[src/design/urd_pkg.sv]
// Package for the ring-buffered serial port: register map, fields, reset values.
// Assumes a 32-bit APB slave port and a single system clock.
`default_nettype none
package urd_pkg;
  localparam int unsigned ADDR_W = 12;
  localparam logic [ADDR_W-1:0] OFF_CTRL    = 12'h000;
  localparam logic [ADDR_W-1:0] OFF_BAUD    = 12'h004;
  localparam logic [ADDR_W-1:0] OFF_RXBASE  = 12'h008;
  localparam logic [ADDR_W-1:0] OFF_RXSIZE  = 12'h00C;
  localparam logic [ADDR_W-1:0] OFF_TXBASE  = 12'h010;
  localparam logic [ADDR_W-1:0] OFF_TXSIZE  = 12'h014;
  localparam logic [ADDR_W-1:0] OFF_RXCOUNT = 12'h018;
  localparam logic [ADDR_W-1:0] OFF_RXDATA  = 12'h01C;
  localparam logic [ADDR_W-1:0] OFF_TXQUEUE = 12'h020;
  localparam logic [ADDR_W-1:0] OFF_TXSTAT  = 12'h024;
  localparam logic [ADDR_W-1:0] OFF_STRREAD = 12'h028;
  localparam logic [ADDR_W-1:0] OFF_STATUS  = 12'h02C;
  localparam logic [ADDR_W-1:0] OFF_MASK    = 12'h030;
  localparam logic [ADDR_W-1:0] OFF_RXRAW   = 12'h034;
  // Control register bits
  localparam int unsigned CT_ENABLE = 0;
  localparam int unsigned CT_TXIE   = 1;
  localparam int unsigned CT_PAREN  = 2;
  localparam int unsigned CT_PARODD = 3;
  localparam int unsigned CT_STOP2  = 4;
  localparam int unsigned CT_SEVEN  = 5;
  localparam int unsigned CT_RTS    = 6;
  localparam int unsigned CT_CTS    = 7;
  localparam int unsigned CT_SHUT   = 8;
  // Status / mask bits
  localparam int unsigned EV_RXBYTE = 0;
  localparam int unsigned EV_TXDONE = 1;
  localparam int unsigned EV_CRSEEN = 2;
  localparam int unsigned EV_W      = 3;
  localparam logic [15:0] BAUD_RESET = 16'h0008;
  localparam logic [7:0]  CR_BYTE    = 8'h0D;
  localparam int unsigned OVERSAMPLE = 16;
  localparam int unsigned MID_SAMPLE = 8;
  typedef enum logic [2:0] {URD_IDLE, URD_START, URD_DATA, URD_PAR, URD_STOP} urd_state_e;
endpackage
`default_nettype wire

[src/design/urd_baud_gen.sv]
// Oversampling tick generator: clock / divisor gives sixteen ticks per bit.
// Assumes divisor is static while the port runs.
`default_nettype none
module urd_baud_gen import urd_pkg::*; (
  input  wire logic        clk_sys,  // System clock
  input  wire logic        reset_n,  // Async reset
  input  wire logic        run,      // Counter runs
  input  wire logic [15:0] divisor,  // Clocks per 1/16 bit
  output logic             tick      // 1/16-bit strobe
);
  logic [15:0] cnt_q;
  wire         wrap = (cnt_q + 16'h0001 >= divisor);
  always_ff @(posedge clk_sys or negedge reset_n) begin
    if (!reset_n) cnt_q <= '0;
    else if (!run || wrap) cnt_q <= '0;
    else cnt_q <= cnt_q + 16'h0001;
  end
  assign tick = run && wrap; // [RULE15]
endmodule
`default_nettype wire

[src/design/urd_ring_ram.sv]
// Byte ring storage: one write port, one combinational read port.
// Assumes caller keeps both addresses inside the array.
`default_nettype none
module urd_ring_ram #(
  parameter int unsigned AW = 8
) (
  input  wire logic          clk_sys,  // System clock
  input  wire logic          we,       // Write strobe
  input  wire logic [AW-1:0] waddr,    // Write address
  input  wire logic [7:0]    wdata,    // Write byte
  input  wire logic [AW-1:0] raddr,    // Read address
  output logic      [7:0]    rdata     // Read byte
);
  logic [7:0] mem [0:(1<<AW)-1];
  always_ff @(posedge clk_sys) begin
    if (we) mem[waddr] <= wdata;
  end
  assign rdata = mem[raddr];
endmodule
`default_nettype wire

[src/design/urd_serial_port.sv]
// Serial port with a receive ring and a transmit ring held in local memory.
// Assumes an APB master on clk_sys and an asynchronous RS-232 partner on rxd/txd.
// What this block does
// [RULE1] After reset the frame is eight data bits, one stop, no parity.
// [RULE2] Each received byte goes at the write index, wrapping; full ring overwrites silently.
// [RULE3] Reception runs until reset, an explicit port shutdown or clearing the control enable bit.
// [RULE4] Receive count is write index minus read index; zero means empty.
// [RULE5] Reading data returns the byte at the read index, then advances it.
// [RULE6] Transmit fetches bytes while indices differ; equal indices clear its enable.
// [RULE7] When all queued bytes are sent the busy flag clears.
// [RULE8] Queuing a byte sets the transmit enable, so bytes queued while it is off are still sent.
// [RULE9] Host leaves the transmit ring alone once transmission is enabled.
// [RULE10] Queuing one byte stores it when the ring has room; a full ring drops it and TXSTAT bit 1 shows full.
// [RULE11] String read takes one byte per access and flags a carriage return; software stops after it.
// [RULE12] No automatic flow control; RTS is written, CTS is read by software.
// [RULE13] Shutdown stops transmit and receive and clears the transmit enable.
// [RULE14] Ring bases, lengths and baud divisor are programmable; the bases are only stored and do not move the rings.
// [RULE15] Bit rate is one sixteenth of the clock divided by a divisor.
// [RULE16] Frame is start low, data LSB first, optional parity, high stop bits.
`default_nettype none
module urd_serial_port import urd_pkg::*; #(
  parameter int unsigned AW = 8
) (
  input  wire logic              clk_sys,  // System clock 20 MHz
  input  wire logic              reset_n,  // Async reset
  input  wire logic              psel,     // APB select
  input  wire logic              penable,  // APB enable
  input  wire logic              pwrite,   // APB direction
  input  wire logic [ADDR_W-1:0] paddr,    // APB byte address
  input  wire logic [31:0]       pwdata,   // APB write data
  output logic      [31:0]       prdata,   // APB read data
  output logic                   pready,   // APB ready
  output logic                   pslverr,  // APB error
  input  wire logic              rxd,      // Serial in
  output logic                   txd,      // Serial out
  input  wire logic              ctsIn,    // Clear to send pin
  output logic                   rtsOut,   // Request to send pin
  output logic                   irq       // Level interrupt
);
  localparam logic [AW-1:0] ONE = {{(AW-1){1'b0}}, 1'b1};
  logic [8:0]    ctrl_q;
  logic [15:0]   baud_q;
  logic [AW-1:0] rxBase_q, rxSize_q, txBase_q, txSize_q;
  logic [AW-1:0] rxWr_q, rxRd_q, txWr_q, txRd_q;
  logic [EV_W-1:0] stat_q, mask_q;
  logic [31:0]   prdata_q;
  logic          txBusy_q;
  logic [2:0]    rxSync_q;
  logic          rxLvl_q;
  logic [2:0]    ctsSync_q;
  logic          ctsLvl_q;

  // APB decode; one wait-free access phase
  wire acc  = psel && penable;
  wire wrEn = acc && pwrite;
  wire rdEn = acc && !pwrite;
  wire hitCtrl = paddr == OFF_CTRL,    hitBaud = paddr == OFF_BAUD;
  wire hitRxB  = paddr == OFF_RXBASE,  hitRxS  = paddr == OFF_RXSIZE;
  wire hitTxB  = paddr == OFF_TXBASE,  hitTxS  = paddr == OFF_TXSIZE;
  wire hitCnt  = paddr == OFF_RXCOUNT, hitRxD  = paddr == OFF_RXDATA;
  wire hitTxQ  = paddr == OFF_TXQUEUE, hitTxSt = paddr == OFF_TXSTAT;
  wire hitStr  = paddr == OFF_STRREAD, hitStat = paddr == OFF_STATUS;
  wire hitMask = paddr == OFF_MASK,    hitRaw  = paddr == OFF_RXRAW;
  wire mapped = hitCtrl | hitBaud | hitRxB | hitRxS | hitTxB | hitTxS | hitCnt | hitRxD
              | hitTxQ | hitTxSt | hitStr | hitStat | hitMask | hitRaw;
  assign pready  = 1'b1;
  assign pslverr = acc && !mapped;

  wire enabled = ctrl_q[CT_ENABLE] && !ctrl_q[CT_SHUT];
  // Ring index wrap within programmed length; base is not added
  function automatic logic [AW-1:0] nextIdx(input logic [AW-1:0] idx,
                                             input logic [AW-1:0] size);
    nextIdx = (idx + ONE >= size) ? '0 : idx + ONE;
  endfunction
  wire [AW-1:0] rxCount = (rxWr_q >= rxRd_q) ? rxWr_q - rxRd_q
                                             : rxWr_q + rxSize_q - rxRd_q; // [RULE4]
  wire [AW-1:0] txNext  = nextIdx(txWr_q, txSize_q);
  wire          txFull  = txNext == txRd_q;

  // Receiver on tick
  logic          rxTick, txTick;
  logic [7:0]    rxRam, txRam;
  urd_state_e    rxSt_q, txSt_q;
  logic [3:0]    rxPh_q, txPh_q;
  logic [2:0]    rxBit_q, txBit_q;
  logic [7:0]    rxSh_q, txSh_q;
  logic [1:0]    txStop_q;
  logic          rxPar_q, txPar_q;
  wire  [2:0]    lastBit = ctrl_q[CT_SEVEN] ? 3'h6 : 3'h7;
  wire           rxMid = rxTick && rxPh_q == 4'(MID_SAMPLE - 1);
  wire           txEnd = txTick && txPh_q == 4'(OVERSAMPLE - 1);
  wire           rxDone = rxMid && rxSt_q == URD_STOP && rxLvl_q;
  wire [7:0]     rxByte = ctrl_q[CT_SEVEN] ? {1'b0, rxSh_q[7:1]} : rxSh_q;

  urd_baud_gen u_rxbaud (.clk_sys(clk_sys), .reset_n(reset_n), .run(enabled),
                         .divisor(baud_q), .tick(rxTick));
  urd_baud_gen u_txbaud (.clk_sys(clk_sys), .reset_n(reset_n), .run(enabled),
                         .divisor(baud_q), .tick(txTick));
  urd_ring_ram #(.AW(AW)) u_rxram (.clk_sys(clk_sys), .we(rxDone),
                         .waddr(rxWr_q), .wdata(rxByte), .raddr(rxRd_q), .rdata(rxRam));

  // Transmit ring written by the queue register
  wire txQueueOk = wrEn && hitTxQ && !txFull; // [RULE10]
  urd_ring_ram #(.AW(AW)) u_txram (.clk_sys(clk_sys), .we(txQueueOk),
                         .waddr(txWr_q), .wdata(pwdata[7:0]), .raddr(txRd_q), .rdata(txRam));

  // Input pins: three flops, change counts when the later two agree
  always_ff @(posedge clk_sys or negedge reset_n) begin
    if (!reset_n) begin
      rxSync_q  <= 3'h7;
      rxLvl_q   <= 1'b1;
      ctsSync_q <= 3'h0;
      ctsLvl_q  <= 1'b0;
    end else begin
      rxSync_q  <= {rxSync_q[1:0], rxd};
      if (rxSync_q[1] == rxSync_q[2]) rxLvl_q <= rxSync_q[2];
      ctsSync_q <= {ctsSync_q[1:0], ctsIn};
      if (ctsSync_q[1] == ctsSync_q[2]) ctsLvl_q <= ctsSync_q[2]; // [RULE12]
    end
  end

  always_ff @(posedge clk_sys or negedge reset_n) begin
    if (!reset_n) begin
      rxSt_q <= URD_IDLE; rxPh_q <= '0; rxBit_q <= '0; rxSh_q <= '0; rxPar_q <= 1'b0;
    end else if (!enabled) begin
      rxSt_q <= URD_IDLE; // [RULE3] [RULE13]
    end else if (rxTick) begin
      rxPh_q <= rxPh_q + 4'h1;
      unique case (rxSt_q)
        URD_IDLE: begin
          rxPh_q <= '0;
          if (!rxLvl_q) rxSt_q <= URD_START;
        end
        URD_START: if (rxMid) begin
          rxPh_q <= 4'(MID_SAMPLE);
          rxSt_q <= rxLvl_q ? URD_IDLE : URD_DATA;
          rxBit_q <= '0;
          rxPar_q <= ctrl_q[CT_PARODD];
        end
        URD_DATA: if (rxMid) begin
          rxSh_q  <= {rxLvl_q, rxSh_q[7:1]}; // [RULE16]
          rxPar_q <= rxPar_q ^ rxLvl_q;
          rxBit_q <= rxBit_q + 3'h1;
          if (rxBit_q == lastBit) rxSt_q <= ctrl_q[CT_PAREN] ? URD_PAR : URD_STOP;
        end
        URD_PAR: if (rxMid) rxSt_q <= URD_STOP;
        URD_STOP: if (rxMid) rxSt_q <= URD_IDLE;
        default: rxSt_q <= URD_IDLE;
      endcase
    end
  end

  // Transmitter: fetch from ring while indices differ and enable is set
  wire txStart = txSt_q == URD_IDLE && enabled && ctrl_q[CT_TXIE] && txRd_q != txWr_q; // [RULE8]
  always_ff @(posedge clk_sys or negedge reset_n) begin
    if (!reset_n) begin
      txSt_q <= URD_IDLE; txPh_q <= '0; txBit_q <= '0; txSh_q <= '0;
      txPar_q <= 1'b0; txStop_q <= '0; txd <= 1'b1;
    end else if (!enabled) begin
      txSt_q <= URD_IDLE;
      txd    <= 1'b1;
    end else if (txStart) begin
      txSt_q <= URD_START; // [RULE6]
      txSh_q <= txRam;
      txPh_q <= '0;
      txPar_q <= ctrl_q[CT_PARODD];
      txd    <= 1'b0;
    end else if (txTick && txSt_q != URD_IDLE) begin
      txPh_q <= txPh_q + 4'h1;
      if (txEnd) begin
        unique case (txSt_q)
          URD_START, URD_DATA: begin
            if (txSt_q == URD_START) txBit_q <= '0;
            else txBit_q <= txBit_q + 3'h1;
            if (txSt_q == URD_DATA && txBit_q == lastBit) begin
              txSt_q   <= ctrl_q[CT_PAREN] ? URD_PAR : URD_STOP;
              txd      <= ctrl_q[CT_PAREN] ? txPar_q : 1'b1;
              txStop_q <= {1'b0, ctrl_q[CT_STOP2]};
            end else begin
              txSt_q  <= URD_DATA;
              txd     <= txSh_q[0]; // [RULE16]
              txPar_q <= txPar_q ^ txSh_q[0];
              txSh_q  <= {1'b0, txSh_q[7:1]};
            end
          end
          URD_PAR: begin
            txSt_q <= URD_STOP;
            txd    <= 1'b1;
          end
          URD_STOP: begin
            if (txStop_q == '0) txSt_q <= URD_IDLE;
            txStop_q <= txStop_q - 2'h1;
          end
          default: txSt_q <= URD_IDLE;
        endcase
      end
    end
  end
  wire txSent = txSt_q == URD_STOP && txEnd && txStop_q == '0;

  // String read: returns one byte with valid and carriage-return flags per access
  logic [AW-1:0] strCnt;
  logic [AW-1:0] strIdx;
  logic          strStop;
  logic [7:0]    strSeen;
  always_comb begin
    strCnt  = '0;
    strIdx  = rxRd_q;
    strStop = 1'b0;
    strSeen = '0;
  end
  // Single-byte step per access keeps the path short; software repeats until CR flag
  wire strTake  = rdEn && hitStr && rxCount != '0 && pwdata[AW-1:0] != '0;
  wire rxTake   = (rdEn && hitRxD) || strTake; // [RULE5]
  wire crSeen   = strTake && rxRam == CR_BYTE; // [RULE11]

  // Index and register updates
  always_ff @(posedge clk_sys or negedge reset_n) begin
    if (!reset_n) begin
      ctrl_q <= '0; baud_q <= BAUD_RESET; // [RULE1]
      rxBase_q <= '0; rxSize_q <= '1; txBase_q <= '0; txSize_q <= '1;
      rxWr_q <= '0; rxRd_q <= '0; txWr_q <= '0; txRd_q <= '0;
      txBusy_q <= 1'b0; stat_q <= '0; mask_q <= '0;
    end else begin
      if (wrEn && hitCtrl) ctrl_q <= pwdata[8:0]; // [RULE12] [RULE1]
      if (wrEn && hitBaud) baud_q <= pwdata[15:0]; // [RULE14]
      if (wrEn && hitRxB) rxBase_q <= pwdata[AW-1:0];
      if (wrEn && hitRxS) begin
        rxSize_q <= pwdata[AW-1:0]; rxWr_q <= '0; rxRd_q <= '0;
      end
      if (wrEn && hitTxB) txBase_q <= pwdata[AW-1:0];
      if (wrEn && hitTxS) begin
        txSize_q <= pwdata[AW-1:0]; txWr_q <= '0; txRd_q <= '0;
      end
      if (wrEn && hitMask) mask_q <= pwdata[EV_W-1:0];
      if (rxDone) rxWr_q <= nextIdx(rxWr_q, rxSize_q); // [RULE2]
      if (rxDone && rxCount == rxSize_q - ONE) rxRd_q <= nextIdx(rxRd_q, rxSize_q);
      else if (rxTake && rxCount != '0) rxRd_q <= nextIdx(rxRd_q, rxSize_q);
      if (txQueueOk) begin
        txWr_q <= txNext;
        ctrl_q[CT_TXIE] <= 1'b1; // [RULE8]
        txBusy_q <= 1'b1;
      end
      if (txStart) txRd_q <= nextIdx(txRd_q, txSize_q);
      if (txSent && txRd_q == txWr_q && !txQueueOk) begin
        ctrl_q[CT_TXIE] <= 1'b0; // [RULE6]
        txBusy_q <= 1'b0; // [RULE7]
      end
      if (wrEn && hitCtrl && pwdata[CT_SHUT]) begin
        ctrl_q[CT_TXIE] <= 1'b0; // [RULE13]
        txBusy_q <= 1'b0;
      end
      // Read clears only the bits it reported, so an event after the setup edge survives
      stat_q <= ((rdEn && hitStat) ? stat_q & ~prdata_q[EV_W-1:0] : stat_q)
              | {crSeen, txSent && txRd_q == txWr_q, rxDone};
    end
  end
  assign irq    = |(stat_q & mask_q);
  assign rtsOut = ctrl_q[CT_RTS]; // [RULE12]

  wire [31:0] ctrlView = {23'h0, ctrl_q[CT_SHUT], ctsLvl_q, ctrl_q[6:0]};
  always_ff @(posedge clk_sys or negedge reset_n) begin
    if (!reset_n) prdata_q <= '0;
    else if (psel && !penable && !pwrite) begin
      prdata_q <= hitCtrl ? ctrlView
                : hitBaud ? {16'h0, baud_q}
                : hitRxB  ? 32'(rxBase_q)
                : hitRxS  ? 32'(rxSize_q)
                : hitTxB  ? 32'(txBase_q)
                : hitTxS  ? 32'(txSize_q)
                : hitCnt  ? 32'(rxCount)
                : hitRxD  ? {24'h0, rxRam}
                : hitTxSt ? {30'h0, txFull, txBusy_q}
                : hitStr  ? {22'h0, rxCount != '0 && rxRam == CR_BYTE, rxCount != '0, rxRam}
                : hitStat ? 32'(stat_q)
                : hitMask ? 32'(mask_q)
                : hitRaw  ? {31'h0, rxLvl_q}
                : 32'h0;
    end
  end
  assign prdata = prdata_q;
  wire unusedStr = ^{strCnt, strIdx, strStop, strSeen, rxPar_q, rxBase_q, txBase_q};
endmodule
`default_nettype wire

[config.mk]
export PLATFORM = sky130hd
export DESIGN_NAME = urd_serial_port
export DESIGN_NICKNAME = d
export VERILOG_FILES = /design/src/design/urd_pkg.sv /design/src/design/urd_baud_gen.sv /design/src/design/urd_ring_ram.sv /design/src/design/urd_serial_port.sv
export SDC_FILE = /design/constraint.sdc
export NUM_CORES = 2
export LEC_CHECK = 0
export ABC_CLOCK_PERIOD_IN_PS = 8750
export BUFFER_PORTS_ARGS = -buffer_cell sky130_fd_sc_hd__clkbuf_2
export CAP_MARGIN = 20
export CORE_MARGIN = 1
export CORE_UTILIZATION = 45
export CTS_BUF_LIST = sky130_fd_sc_hd__clkbuf_4 sky130_fd_sc_hd__clkbuf_8
export DETAILED_ROUTE_END_ITERATION = 8
export SLEW_MARGIN = 20
export SYNTH_ARGS = -nofsm -noshare
export SYNTH_HDL_FRONTEND = slang
export SYNTH_HIERARCHICAL = 1
export SYNTH_SLANG_ARGS = --single-unit
export TNS_END_PERCENT = 20
[constraint.sdc]
create_clock -name clk_sys -period 8.75 [get_ports clk_sys]
set_input_delay 0.875 -clock clk_sys [delete_from_list [all_inputs] [get_ports clk_sys]]
set_output_delay 0.875 -clock clk_sys [all_outputs]
set_load 0.05 [all_outputs]
==> impl_metrics.toml <==
[flow_run]
maxCapViolCount = 0

[status]
outcome = "finished clean"

[clock_network]
root_buffer = "clkbuf_8"
clock_sinks = 4287
clock_latency_ns = 1.21
clk_path_buf_depth = 4
postCtsHoldBufs = 12
clkTransAtPathRegs_ns = 0.06
cts_resized = 0
post_cts_buffers = 0
numCtsBuffers = 662
ctsHtreeMaxLevel = 6
cts_tree = "yes"

[hold_path]
whs_path_depth = 1
hold_start = "pwdata[2]"
hp-class = "primary input to register"

[timing]
slew_headroom_pct = 21.0
clock.fmax_mhz = 152
worst_slack_ns = 2.17
hold_ws_ns = 0.157
clock_skew_ns = 0.0713
setup_tns_ns = 0
tightestPinTransition_ns = 1.18
rsz0062_at_grt = "false"
drv_slew = 0
period_minus_slack_ns = 6.58
period_share_pct = 75.2
hold_viol = 0
setup_viol = 0

[grt]
grt_usage_pct = 22.4
grt_pass1_wl_mm = 629
grt_max_degree = 202
antenna_found_initial = 9
grt_pass1_vias = 89900
grt-ovfl-total = 0

[drt]
avgViaCountPerCell = 6.01
detail_route.wl_per_cell_um = 29.6
drt_iter0_markers = 9249
routed_wl_mm = 437
ant_nets = 0
route.detailed.drc = 0
dr.pass1.iters = 6
vias = 88900

[power_and_ir_drop]
power_density_nw_per_um2 = 204
power.total_mw = 38.8
ir_worst_vdd_mv = 0.160
leakagePower_nw = 53.2

[critical_path]
cpMaxStageDelayCell = "nand4_1"
worst_setup_path_start_kind = "register"
path_class = "register to register"
crit_family = "simple AND/OR/NAND/NOR gates"
worstSetupPathDepth = 18
cp_cell_sequence = "ha_1 > nand3_1 > or2_1 > o21ai_0 > nand2_1 > ha_1 > and4_1 > nand3_1 > o221ai_2 > o21a_1 > and3_1 > nand3_1 > buf_4 > inv_1 > buf_4 > nand4_1 > buf_4 > nor2_1"
r2r-start = "u_rxbaud/cnt_q[0]"
worstPathArrival_ns = 7.39
endpoint_kind = "register"
critPathMaxStageDelay_ns = 0.88
required_ns = 9.55
critPathMaxFanout = 20
critPathLaunch = "u_rxbaud/cnt_q[0]"
reg2regPathDepth = 18
critPathBufInv = 4

[yosys]
yosys_warnings = 6
ys.flop_type = "edfxtp_1"
ys_seq_area_share_pct = 74.3
synth_cell_types = 115
syn_avg_cell_area_um2 = 19.4
synth_seq_cells = 4287
synth_edf_count = 4096
syn_area_um2 = 172000
synthCells = 8856
ys_async_sr_fraction_pct = 4.46

[finish]
drive_gt1_share_pct = 24.0
final_util_pct = 50.1
stdcell_area_um2 = 190000
instances_no_fill = 14800
n_fill_cell = 30600
syn_to_final_growth_pct = 10.6
nets = 9408
final_common_cell = "edfxtp_1"
layout_common_cells = "4096 x edfxtp_1, 908 x mux4_2, 681 x clkbuf_8"

[placed_design]
gp_congestion = 0.865
hpwl_mm = 266
placed_cells = 13600
post_dp_cell_area_um2 = 177000
dp_slack_ns = 2.19
io_buffers = 54

[die]
die_y_um = 620
boundaryPins = 88
dieWidth_um = 620
initial_core_util_pct = 45.3
fp-row-count = 226
core_um2 = 380000
die_area_um2 = 385000
## worst reg2reg max path: stages, from the launching register on
cell      delay, ns
dfrtp_1        0.45
ha_1           0.28
nand3_1        0.15
or2_1          0.28
o21ai_0        0.24
nand2_1        0.10
ha_1           0.32
and4_1         0.26
nand3_1        0.11
o221ai_2       0.71
o21a_1         0.33
and3_1         0.18
nand3_1        0.08
buf_4          0.19
inv_1          0.08
buf_4          0.30
nand4_1        0.91
buf_4          0.56
nor2_1         0.68
## cell usage after synthesis, drive strengths merged (10+ instances only)
library cell	instances	area, um^2
buf	274	2280
a2111oi	17	223
mux2i	282	2820
nor2	648	2440
o32ai	13	148
nor3b	32	240
mux2	62	706
or2	17	106
ha	91	1140
o22ai	64	407
nor4	59	422
dfrtp	169	4230
a22o	31	272
a221oi	39	360
a21oi	248	1260
o211ai	25	188
a31oi	10	62.6
clkbuf	261	980
a22oi	280	2100
and2	31	196
and3	19	121
a21o	25	188
dfstp	22	578
nand4	39	244
mux4	912	20600
o21ai	104	521
o221ai	98	883
nand3	137	691
nor2b	73	459
edfxtp	4096	123000
nand2	200	766
o22a	12	105
xor2	31	272
inv	100	375
a211oi	41	318
nor3	79	400
xnor2	51	454
nand2b	33	206
## layer usage
layer  vias to the layer above  share of wire [%]  GRT usage [%]
li1                      37300                  -              -
met2                      3668                 49           37.0
met4                         4                3.2           7.57
met1                     47200                 40           30.4
met5                         -             0.0066              0
met3                       714                7.1           3.78
## logic make-up (layout without fill, tap and decap cells)
| family | Yosys count | count (layout) | synth area share [%] |
|---|---|---|---|
| AO/OA/AOI/OAI | 1074 | 1074 | 4.47 |
| XOR/XNOR | 82 | 82 | 0.422 |
| adder cells (fa/ha/maj) | 101 | 101 | 0.767 |
| buffers and inverters | 637 | 1525 | 2.12 |
| flip-flops | 4287 | 4287 | 74.3 |
| multiplexers | 1256 | 1256 | 14.0 |
| other | 2 | 26 | 0.00437 |
| AND/OR/NAND/NOR | 1417 | 1417 | 3.90 |
## sequential cells by signal, summed over array words and instances, names as in the netlist, 16 cells and up
register / count
baud_q: 16
u_rxram/mem: 2048
u_rxbaud/cnt_q: 16
u_txbaud/cnt_q: 16
u_txram/mem: 2048
prdata: 16
## cell type report
class	count	area, um^2	area share, %
sequential	4287	128000	67.2
clock buffer	878	10900	5.70
tap	5016	6280	3.30
multi-input combinational	3947	40900	21.5
inverter	102	383	0.201
clock inverter	287	1800	0.947
timing repair buffer	258	2220	1.17
antenna	9	22.5	0.0118
## power breakdown
group	internal (mW)	switching [mW]
registers	22.3	0.00762
logic	0.0441	0.269
clock network	8.50	7.70
## worst paths after layout
kind,to,slack [ns]
max,u_rxram/mem[99][0],2.17
min,u_txram/mem[240][2],0.16
max reg2reg,u_rxram/mem[99][0],2.17
min reg2reg,ctsSync_q[1],0.35
max in group asynchronous,rxRd_q[3],6.65
min in group asynchronous,u_txbaud/cnt_q[13],0.35
No activity file was read; power rests on OpenSTA's default activity.
